**src/pkg/modem_regs_consts.svh**
```systemverilog
`ifndef MODEM_REGS_CONSTS_SVH
`define MODEM_REGS_CONSTS_SVH

// register offsets on the 8-bit microcontroller port
`define ADDR_INTERRUPT_MASK 8'h0C
`define ADDR_INTERRUPT_STATE 8'h0D
`define ADDR_HARDWARE_IDENTITY 8'h0E
`define ADDR_RATE_SELECT_LOW 8'h18
`define ADDR_RATE_SELECT_MID 8'h19
`define ADDR_RATE_SELECT_HIGH 8'h1A
`define ADDR_PAIR_POLARITY 8'h22
`define ADDR_FRAMER_SYNC 8'h25
`define ADDR_FRONT_END_READBACK 8'h2D
`define ADDR_SOFT_DECISION_LOW 8'h2E
`define ADDR_SOFT_DECISION_HIGH 8'h2F
`define ADDR_CLOCK_SYNTH_CONTROL 8'h30
`define ADDR_MAIN_CONTROL_SECOND 8'h31

// field positions
`define IRQ_LINK_ACTIVE_BIT 4
`define IRQ_ACT_FAIL_BIT 2
`define IRQ_USED_BITS 8'h14
`define POLARITY_SWAP_BIT 6
`define FRAMER_SYNC_BIT 7
`define SYNTH_POWER_BIT 6
`define SYNTH_RESET_BIT 5
`define SYNTH_SEL_MSB 3
`define SYNTH_SEL_LSB 2
`define SYNTH_SEL_4X 2'h0
`define PARAM_SOURCE_BIT 1
`define ACT_RESET_BIT 0
`define VERSION_MSB 7
`define VERSION_LSB 4
`define PART_MSB 3
`define PART_LSB 0

// reset values
`define RST_INTERRUPT_MASK 8'hFF
`define RST_INTERRUPT_STATE 8'h00
`define RST_RATE_SELECT_LOW 8'hAA
`define RST_RATE_SELECT_MID 8'hAA
`define RST_RATE_SELECT_HIGH 8'hAB
`define RST_FRAMER_SYNC 8'h00
`define RST_CLOCK_SYNTH_CONTROL 8'h00
`define RST_MAIN_CONTROL_SECOND 8'h01

// timing: core clock, timer tick and deactivation delay
`define CLK_FREQ_KHZ 25000
`define TICK_TIME_US 1000
`define DEACT_TIME_S 2
`define TICK_CYCLES (`CLK_FREQ_KHZ * `TICK_TIME_US / 1000)
`define DEACT_TICKS (`DEACT_TIME_S * 1000000 / `TICK_TIME_US)

`endif

```
**src/pkg/modem_regs_pkg.sv**
```systemverilog
package modem_regs_pkg;

    typedef logic [15:0] prescale_t;
    typedef logic [11:0] tick_t;

    // deactivation timer states
    typedef enum logic [1:0] {
        TMR_IDLE = 2'b01,
        TMR_RUN = 2'b10
    } timer_state_e;

    typedef struct packed {
        timer_state_e state;
        prescale_t prescale;
        tick_t ticks;
        logic expired;
    } timer_s;

    typedef struct packed {
        logic [7:0] int_mask;
        logic [7:0] int_state;
        logic [7:0] rate_low;
        logic [7:0] rate_mid;
        logic [7:0] rate_high;
        logic polarity_swap;
        logic framer_sync;
        logic [7:0] fe_readback;
        logic [7:0] sd_low;
        logic [7:0] sd_high;
        logic [7:0] sd_high_hold;
        logic synth_power_n;
        logic synth_reset_n;
        logic [1:0] synth_sel;
        logic param_source;
        logic act_reset;
        logic [7:0] rdata;
        logic rdata_valid;
        logic irq;
        logic deactivate;
        logic deact_start;
        logic deact_stop;
    } regs_s;

endpackage

```
**src/pkg/deact_timer_if.sv**
```systemverilog
`timescale 1ns/100ps
interface deact_timer_if;
    logic start;
    logic stop;
    logic expired;

    modport ctrl (
        output start,
        output stop,
        input expired
    );

    modport timer (
        input start,
        input stop,
        output expired
    );
endinterface

```
**src/hw/deact_timer.sv**
```systemverilog
`timescale 1ns/100ps
`include "modem_regs_consts.svh"

module deact_timer
    import modem_regs_pkg::*;
#(
    parameter int unsigned TICK_CYCLES = `TICK_CYCLES,
    parameter int unsigned DEACT_TICKS = `DEACT_TICKS
) (
    input wire logic clk_i,
    input wire logic rst_n_i,
    deact_timer_if.timer tmr
);

    localparam prescale_t PRESCALE_LAST = prescale_t'(TICK_CYCLES - 1);
    localparam tick_t TICKS_LAST = tick_t'(DEACT_TICKS - 1);

    // counters are fixed width, so refuse settings they cannot hold
    if (TICK_CYCLES < 1 || TICK_CYCLES > 65536) begin : g_bad_tick
        $error("deact_timer: TICK_CYCLES out of range");
    end
    if (DEACT_TICKS < 1 || DEACT_TICKS > 4096) begin : g_bad_ticks
        $error("deact_timer: DEACT_TICKS out of range");
    end

    timer_s st;
    timer_s next_st;

    // prescaler gives a one-cycle tick, tick counter measures the delay
    always_comb begin
        next_st = st;
        next_st.expired = 1'b0;
        case (st.state)
            TMR_IDLE: begin
                if (tmr.start && !tmr.stop) begin
                    next_st.state = TMR_RUN;
                    next_st.prescale = '0;
                    next_st.ticks = '0;
                end
            end
            TMR_RUN: begin
                if (tmr.stop) begin
                    next_st.state = TMR_IDLE;
                end else if (tmr.start) begin
                    // a fresh loss-of-sync report restarts the full delay
                    next_st.prescale = '0;
                    next_st.ticks = '0;
                end else if (st.prescale == PRESCALE_LAST) begin
                    next_st.prescale = '0;
                    if (st.ticks == TICKS_LAST) begin
                        next_st.expired = 1'b1;
                        next_st.state = TMR_IDLE;
                    end else begin
                        next_st.ticks = st.ticks + tick_t'(1);
                    end
                end else begin
                    next_st.prescale = st.prescale + prescale_t'(1);
                end
            end
            default: begin
                next_st.state = TMR_IDLE;
            end
        endcase
    end

    always_ff @(posedge clk_i or negedge rst_n_i) begin
        if (!rst_n_i) begin
            st <= '{state: TMR_IDLE, default: '0};
        end else begin
            st <= next_st;
        end
    end

    assign tmr.expired = st.expired;

endmodule

```
**src/hw/modem_status_control_regs.sv**
```systemverilog
`timescale 1ns/100ps
`include "modem_regs_consts.svh"

module modem_status_control_regs
    import modem_regs_pkg::*;
#(
    parameter logic [3:0] SILICON_VERSION = 4'h3, // arbitrary value
    parameter logic [3:0] PART_CODE = 4'h5, // arbitrary value
    parameter int unsigned TICK_CYCLES = `TICK_CYCLES,
    parameter int unsigned DEACT_TICKS = `DEACT_TICKS
) (
    input wire logic clk_i,
    input wire logic nrst_i,
    input wire logic [7:0] addr_i,
    input wire logic [7:0] wdata_i,
    input wire logic wr_i,
    input wire logic rd_i,
    output logic [7:0] rdata_o,
    output logic rdata_valid_o,
    output logic irq_o,
    input wire logic link_active_evt_i,
    input wire logic act_fail_evt_i,
    input wire logic pair_polarity_swap_i,
    input wire logic front_end_valid_i,
    input wire logic [7:0] front_end_data_i,
    input wire logic soft_decision_valid_i,
    input wire logic [15:0] soft_decision_value_i,
    output logic [7:0] line_rate_select_low_o,
    output logic [7:0] line_rate_select_mid_o,
    output logic [7:0] line_rate_select_high_o,
    output logic synth_power_down_n_o,
    output logic synth_reset_n_o,
    output logic [1:0] synth_output_select_o,
    output logic dsp_param_source_o,
    output logic activation_reset_o,
    output logic deactivate_o
);

    // both identity fields are four bits wide by construction
    if ($bits(SILICON_VERSION) != 4 || $bits(PART_CODE) != 4) begin : g_bad_id
        $error("modem_status_control_regs: identity fields must be 4 bits");
    end

    // the timer counts in 16-bit and 12-bit registers;
    // larger settings would wrap and shorten the delay
    if (TICK_CYCLES < 1 || TICK_CYCLES > 65536) begin : g_bad_tick
        $error("modem_status_control_regs: TICK_CYCLES out of range");
    end
    if (DEACT_TICKS < 1 || DEACT_TICKS > 4096) begin : g_bad_deact
        $error("modem_status_control_regs: DEACT_TICKS out of range");
    end

    // reset state of every register; unlisted fields start at zero
    localparam regs_s REGS_RESET = '{
        int_mask: `RST_INTERRUPT_MASK,
        int_state: `RST_INTERRUPT_STATE,
        rate_low: `RST_RATE_SELECT_LOW,
        rate_mid: `RST_RATE_SELECT_MID,
        rate_high: `RST_RATE_SELECT_HIGH,
        act_reset: 1'b1,
        default: '0
    };

    // synchronised reset, the only reset the register file and timer see
    logic rst_meta_n;
    logic rst_n;

    // whole register file and its next value
    regs_s st;
    regs_s next_st;

    // per-bit interrupt set and clear requests
    logic [7:0] irq_set;
    logic [7:0] irq_clear;

    deact_timer_if tmr();

    // reset release synchroniser; assertion stays asynchronous
    // a raw release could free some flops one edge before others
    always_ff @(posedge clk_i or negedge nrst_i) begin
        if (!nrst_i) begin
            rst_meta_n <= 1'b0;
            rst_n <= 1'b0;
        end else begin
            rst_meta_n <= 1'b1;
            rst_n <= rst_meta_n;
        end
    end

    // read multiplexer over the whole register map
    // reserved bits and unmapped addresses fall through as zero
    function automatic logic [7:0] read_mux(input logic [7:0] a, input regs_s s);
        logic [7:0] d;
        d = 8'h00;
        if (a == `ADDR_INTERRUPT_MASK) begin
            d = s.int_mask;
        end else if (a == `ADDR_INTERRUPT_STATE) begin
            // unused positions hold no state and read as zero
            d = s.int_state & `IRQ_USED_BITS;
        end else if (a == `ADDR_HARDWARE_IDENTITY) begin
            d[`VERSION_MSB:`VERSION_LSB] = SILICON_VERSION;
            d[`PART_MSB:`PART_LSB] = PART_CODE;
        end else if (a == `ADDR_RATE_SELECT_LOW) begin
            d = s.rate_low;
        end else if (a == `ADDR_RATE_SELECT_MID) begin
            d = s.rate_mid;
        end else if (a == `ADDR_RATE_SELECT_HIGH) begin
            d = s.rate_high;
        end else if (a == `ADDR_PAIR_POLARITY) begin
            d[`POLARITY_SWAP_BIT] = s.polarity_swap;
        end else if (a == `ADDR_FRAMER_SYNC) begin
            d[`FRAMER_SYNC_BIT] = s.framer_sync;
        end else if (a == `ADDR_FRONT_END_READBACK) begin
            d = s.fe_readback;
        end else if (a == `ADDR_SOFT_DECISION_LOW) begin
            d = s.sd_low;
        end else if (a == `ADDR_SOFT_DECISION_HIGH) begin
            // high byte frozen by the low-byte read
            d = s.sd_high_hold;
        end else if (a == `ADDR_CLOCK_SYNTH_CONTROL) begin
            d[`SYNTH_POWER_BIT] = s.synth_power_n;
            d[`SYNTH_RESET_BIT] = s.synth_reset_n;
            d[`SYNTH_SEL_MSB:`SYNTH_SEL_LSB] = s.synth_sel;
        end else if (a == `ADDR_MAIN_CONTROL_SECOND) begin
            d[`PARAM_SOURCE_BIT] = s.param_source;
            d[`ACT_RESET_BIT] = s.act_reset;
        end else begin
            d = 8'h00;
        end

        return d;
    endfunction

    // write strobe decode for one address
    function automatic logic wr_hit(input logic w, input logic [7:0] a, input logic [7:0] r);
        return w && (a == r);
    endfunction

    // interrupt set and clear vectors
    always_comb begin
        irq_set = 8'h00;
        irq_set[`IRQ_LINK_ACTIVE_BIT] = link_active_evt_i;
        irq_set[`IRQ_ACT_FAIL_BIT] = act_fail_evt_i;

        irq_clear = 8'h00;
        if (wr_hit(wr_i, addr_i, `ADDR_INTERRUPT_STATE)) begin
            // ones on unused positions are harmless
            irq_clear = wdata_i & `IRQ_USED_BITS;
        end
    end

    // next-state logic for the whole register file
    always_comb begin
        next_st = st;
        // timer requests are one-cycle pulses
        next_st.deact_start = 1'b0;
        next_st.deact_stop = 1'b0;

        // set wins over a clear in the same cycle
        next_st.int_state = (st.int_state & ~irq_clear) | irq_set;

        next_st.polarity_swap = pair_polarity_swap_i;

        // pulse passes one more flop so the pin is registered
        // expiry without sync drops the link
        next_st.deactivate = tmr.expired;

        // plain read/write registers
        if (wr_hit(wr_i, addr_i, `ADDR_INTERRUPT_MASK)) begin
            next_st.int_mask = wdata_i;
        end else if (wr_hit(wr_i, addr_i, `ADDR_RATE_SELECT_LOW)) begin
            next_st.rate_low = wdata_i;
        end else if (wr_hit(wr_i, addr_i, `ADDR_RATE_SELECT_MID)) begin
            next_st.rate_mid = wdata_i;
        end else if (wr_hit(wr_i, addr_i, `ADDR_RATE_SELECT_HIGH)) begin
            next_st.rate_high = wdata_i;
        end else if (wr_hit(wr_i, addr_i, `ADDR_FRAMER_SYNC)) begin
            next_st.framer_sync = wdata_i[`FRAMER_SYNC_BIT];
            // one stops, zero (re)starts the timer
            next_st.deact_stop = wdata_i[`FRAMER_SYNC_BIT];
            next_st.deact_start = !wdata_i[`FRAMER_SYNC_BIT];
        end else if (wr_hit(wr_i, addr_i, `ADDR_FRONT_END_READBACK)) begin
            next_st.fe_readback = wdata_i;
        end else if (wr_hit(wr_i, addr_i, `ADDR_CLOCK_SYNTH_CONTROL)) begin
            next_st.synth_power_n = wdata_i[`SYNTH_POWER_BIT];
            next_st.synth_reset_n = wdata_i[`SYNTH_RESET_BIT];
            // a reserved code would leave the core clock undefined
            // reserved select codes keep the 4x setting
            if (wdata_i[`SYNTH_SEL_MSB:`SYNTH_SEL_LSB] == `SYNTH_SEL_4X) begin
                next_st.synth_sel = `SYNTH_SEL_4X;
            end
        end else if (wr_hit(wr_i, addr_i, `ADDR_MAIN_CONTROL_SECOND)) begin
            next_st.param_source = wdata_i[`PARAM_SOURCE_BIT];
            // controller held until software writes zero
            next_st.act_reset = wdata_i[`ACT_RESET_BIT];
        end

        // hardware readback overrides a software write
        if (front_end_valid_i) begin
            next_st.fe_readback = front_end_data_i;
        end

        // both bytes captured on one strobe
        if (soft_decision_valid_i) begin
            next_st.sd_low = soft_decision_value_i[7:0];
            next_st.sd_high = soft_decision_value_i[15:8];
        end

        // registered read data, one cycle after the strobe
        // rdata_o then holds until the next read
        next_st.rdata_valid = rd_i;
        if (rd_i) begin
            next_st.rdata = read_mux(addr_i, st);
            // low-byte read freezes the matching high byte against tearing
            if (addr_i == `ADDR_SOFT_DECISION_LOW) begin
                next_st.sd_high_hold = st.sd_high;
            end
        end

        // only unmasked set bits reach the pin
        next_st.irq = |(next_st.int_state & ~next_st.int_mask & `IRQ_USED_BITS);
    end

    // single register stage for all state
    // asserts at once, releases through the synchroniser copy
    always_ff @(posedge clk_i or negedge rst_n) begin
        if (!rst_n) begin
            // activation reset bit starts at one
            st <= REGS_RESET;
        end else begin
            st <= next_st;
        end
    end

    // timer requests come straight from flip-flops
    assign tmr.start = st.deact_start;
    assign tmr.stop = st.deact_stop;

    // 2 s loss-of-sync timer; shorter counts only for simulation
    deact_timer #(
        .TICK_CYCLES(TICK_CYCLES),
        .DEACT_TICKS(DEACT_TICKS)
    ) deact_timer_inst (
        .clk_i(clk_i),
        .rst_n_i(rst_n),
        .tmr(tmr)
    );

    // outputs, each a flip-flop of the state record
    assign rdata_o = st.rdata;
    assign rdata_valid_o = st.rdata_valid;
    assign irq_o = st.irq;

    // line rates, meaningful once software has replaced the defaults
    assign line_rate_select_low_o = st.rate_low;
    assign line_rate_select_mid_o = st.rate_mid;
    assign line_rate_select_high_o = st.rate_high;

    // clock synthesiser controls, power and reset active low
    assign synth_power_down_n_o = st.synth_power_n;
    assign synth_reset_n_o = st.synth_reset_n;
    assign synth_output_select_o = st.synth_sel;

    // activation controller and deactivation controls
    assign dsp_param_source_o = st.param_source;
    // controller reset level follows the bit
    assign activation_reset_o = st.act_reset;
    assign deactivate_o = st.deactivate;

endmodule

```
**config.mk**
```make
export PLATFORM = sky130hd
export DESIGN_NAME = modem_status_control_regs
export DESIGN_NICKNAME = d
export VERILOG_FILES = /design/src/pkg/modem_regs_pkg.sv /design/src/pkg/deact_timer_if.sv /design/src/hw/deact_timer.sv /design/src/hw/modem_status_control_regs.sv
export VERILOG_INCLUDE_DIRS = /design/src /design/src/pkg
export SDC_FILE = /design/constraint.sdc
export NUM_CORES = 1
export LEC_CHECK = 0
export ABC_AREA = 1
export BUFFER_PORTS_ARGS = -buffer_cell sky130_fd_sc_hd__buf_2
export CORE_MARGIN = 1.5
export CORE_UTILIZATION = 35
export CTS_CLUSTER_SIZE = 24
export DETAILED_ROUTE_END_ITERATION = 8
export PLACE_DENSITY = 0.6
export SETUP_SLACK_MARGIN = 0.4
export SLEW_MARGIN = 40
export SYNTH_ARGS = -nofsm -noshare
export SYNTH_HDL_FRONTEND = slang
export SYNTH_SLANG_ARGS = --single-unit
```
**constraint.sdc**
```tcl
create_clock -name clk_i -period 3.5 [get_ports clk_i]
set_input_delay 0 -clock clk_i [delete_from_list [all_inputs] [get_ports clk_i]]
set_output_delay 0 -clock clk_i [all_outputs]
set_load 0.02 [all_outputs]
```
==> metrics.md <==
| Metric | Value |
|---|---|
| I/O Buffers | `87` |
| Pint | `2750 uW` |
| EDFF count, synth | `0` |
| Layout cell share with drive strength beyond 1 | `0.208` |
| Clk pwr share | `0.448` |
| Boundary Pins | `90` |
| WL final | `16.1 mm` |
| Sequential power share | `0.424` |
| GP Congestion | `0.901` |
| Status | `completed` |
| Initial antenna violation count | `0` |
| Total CTS buffers | `17` |
| Post-Synth Simple-Gate Area | `0.258` |
| PostCTS Resize Cnt | `0` |
| Distinct cells, synth | `41` |
| Global route overflow | `0` |
| Via density | `4.81` |
| Max Clk Rate | `458 MHz` |
| Die Ht | `136 um` |
| CTS tree | `yes` |
| Remaining antenna violation count | `0` |
| Starting Density | `0.357` |
| Mux cell area share after synthesis | `0.00911` |
| Final setup margin | `1.32 ns` |
| Vias in the first global route | `5156` |
| CP max-delay cell | `dfrtp_1` |
| Ant. Diodes | `0` |
| Seq cells post-synth | `118` |
| CP Class | `register to register` |
| Area share of xor/xnor cells in the synthesized design | `0.00708` |
| HP Class | `input port to register` |
| Adder-Cell Fraction of Synth Area | `0.00405` |
| Combinational Power Share | `0.127` |
| FFs w/ async S/R, synth | `1.00` |
| CTS Sinks | `118` |
| Clk root buf | `clkbuf_16` |
| Die area | `0.0185 sq mm` |
| Max VDD drop | `0.345 mV` |
| Pre-CTS WS | `1.31 ns` |
| Wirelength per Cell | `14.4 um` |
| Relative slew slack | `0.476` |
| Layout net count | `929` |
| Yosys Warn Count | `0` |
| GRT Total Usage | `0.184` |
| Setup Viol. Count Final | `0` |
| Fin crit period | `2.18 ns` |
| First-pass GRT wire length | `26.0 mm` |
| Worst-Margin Slew | `0.785 ns` |
| Register area share after synthesis | `0.482` |
| Crit path arrival time | `2.48 ns` |
| Req. time, crit path | `3.80 ns` |
| Initial DRT Pass Iterations | `5` |
| Max Cap Viol | `0` |
| Max-slew violations | `0` |
| Clk_lat worst skew | `0.42 ns` |
| Die Width | `136 um` |
| Gate Count Post-Synth | `776` |
| Top FF cell, synth | `dfrtp_1` |
| Crit path launch type | `register` |
| H-tree levels | `4` |
| DRT iter0 DRCs | `355` |
| RSZ-0062 raised after global routing | `no` |
| Largest family of logic cells by synthesized area | `simple AND/OR/NAND/NOR gates` |
| Power per cell area | `496 mW/mm^2` |
| Sw Ratio | `0.269` |
| Largest stage delay, worst path | `0.37 ns` |
| Cell taking the most area after synthesis | `dfrtp_1` |
| Clock Path Buffers | `2` |
| CP Capture Type | `register` |
| Leak | `0.00361 uW` |
| Residual DRC | `0` |
| Via count | `5368` |
| Compound-Gate Fraction of Synth Area | `0.120` |
| Post-DP HPWL | `11.5 mm` |
| Core area | `0.0173 sq mm` |
| Clock skew | `0.0102 ns` |
| Reg clk slew, reported paths | `0.05 ns` |
| Synthesized cell area | `0.00618 sq mm` |
| Crit path max fanout | `12` |
| Syn avg cell area | `7.97 sq um` |
| Num rows | `48` |
| Final period util | `0.623` |
| Area grow syn2layout | `22.8%` |
| Total negative slack | `0 ns` |
| Most common cell on crit path | `nand2_2` |
| Critical-path cell list | `ha_1, nand2_2, inv_2, nand3_1, nor2_2, nand2_1, nand2_2, nand2_2, nor2_2, inv_1, a21oi_1, a21oi_1` |
| Psw | `1010 uW` |
| Area contributors post-synth | `dfrtp_1, nand2_1, dfstp_2, inv_1, o21ai_0` |
| Largest net degree at the start of global routing | `108` |
| Hold Violations, Final | `0` |
| Area share of the largest cell type after synthesis | `0.384` |
[routing by layer]
metal,wire [um],GRT usage,vias to the layer above
li1,-,-,2697
met2,7640,0.295,142
met5,0,0,-
met3,791,0.0429,22
met1,7350,0.244,2507
met4,301,0.0644,0
[state kept, by name, summed over array words and instances, names as in the netlist, named ones only]
register,flops
activation_reset_o,1
deact_timer_inst.st,30
deact_timer_inst.tmr.expired,1
deactivate_o,1
dsp_param_source_o,1
irq_o,1
line_rate_select_high_o,8
line_rate_select_low_o,8
line_rate_select_mid_o,8
rdata_o,8
rdata_valid_o,1
rst_meta_n,1
rst_n,1
st,41
synth_power_down_n_o,1
synth_reset_n_o,1
tmr.start,1
tmr.stop,1
[synthesized netlist by cell type, types with 10 or more instances]
cell and instances:
a21oi_1 32, buf_4 36, dfrtp_1 95, dfstp_2 23
inv_1 92, nand2_1 184, nand3_1 48, nand4_1 16
nor2_1 69, nor3_1 21, o21ai_0 63, o21ai_2 10
[placed cells by master, fill, tap and decap left out, types with 3 or more instances in the layout]
cell type	instances
nand2_2	7
nand3_1	48
nor2_2	6
a21oi_1	32
inv_1	92
mux2_2	5
dlygate4sd3_1	45
nor2_1	69
dfrtp_1	94
o21ai_1	7
o221ai_1	8
dfstp_2	23
nand2_1	184
clkbuf_1	3
o21ai_0	63
clkinv_2	6
o21ai_2	10
xor2_1	5
conb_1	3
buf_2	87
clkbuf_16	17
inv_2	7
nor2_4	3
nor3_1	21
nand4_1	16
[cell type report]
class	instances	area (sq um)
Clock buffer	22	464
Clock inverter	10	105
Fill cell	1760	9710
Inverter	100	375
Multi-Input combinational cell	508	2470
Sequential cell	118	2990
Tap cell	225	282
Timing Repair Buffer	133	906
[repair_timing]
action / 4_1_cts / 5_1_grt
buffers inserted: 0 / 0
hold endpoints to repair: 45 / 0
hold buffers: 45 / 0
[kinds of logic (layout without fill, tap and decap cells)]
logic type	after synthesis	in the layout
xor gates and xnor gates	5	5
DFF	118	118
other	2	3
buffers and inverters	151	265
adders and majority gates	2	2
muxes	5	5
and+or+nand+nor	363	363
AOI/OAI and AO/OA	130	130
[worst max-delay path: cells and delay by family, from the launching register on]
kind            cells  cell delay (ns)
simple gates        7             0.87
flops               1             0.37
buf+inv             2             0.35
compound gates      2             0.25
fa+ha+maj           1             0.21
[stage by stage]
| step | power [uW] | hold WS [ns] | utilization | std cells | area (sq um) |
|---|---|---|---|---|---|
| 2_1_floorplan | 1940 | -0.296 | - | 777 | 6190 |
| 3_3_place_gp | 2050 | -0.213 | 0.380 | 1039 | 6570 |
| 3_5_place_dp | 2060 | -0.211 | 0.380 | 1039 | 6570 |
| 4_1_cts | 3800 | 0.00787 | 0.439 | 1116 | 7590 |
| 5_1_grt | 3940 | 0.0375 | 0.439 | 1116 | 7590 |
| 6_report | 3760 | 0.0131 | 0.439 | 1116 | 7590 |
[power groups by stage]
stage               Sequential (uW)  Clock, uW  Combinational (uW)
floorplan                      1610          0                 331
global placement               1620          0                 437
detailed placement             1620          0                 446
CTS                            1600       1720                 485
global route                   1610       1780                 551
finish                         1600       1690                 479
[path summary, 6_finish.rpt]
check / start / cells after the start / slack [ns] / endpoint
worst max-delay path: deact_timer_inst.st[13] / 12 / 1.32 / deact_timer_inst.st[11]
worst min-delay path: wdata_i[6] / 3 / 0.01 / st[91]
worst max register to register: deact_timer_inst.st[13] / 12 / 1.32 / deact_timer_inst.st[11]
worst min register to register: rst_n / 0 / 0.15 / deact_timer_inst.st[20]
max in group asynchronous: rst_n / 1 / 2.55 / line_rate_select_low_o[5]
min in group asynchronous: rst_n / 0 / 0.15 / deact_timer_inst.st[20]
No activity file was read; power rests on OpenSTA's default activity.
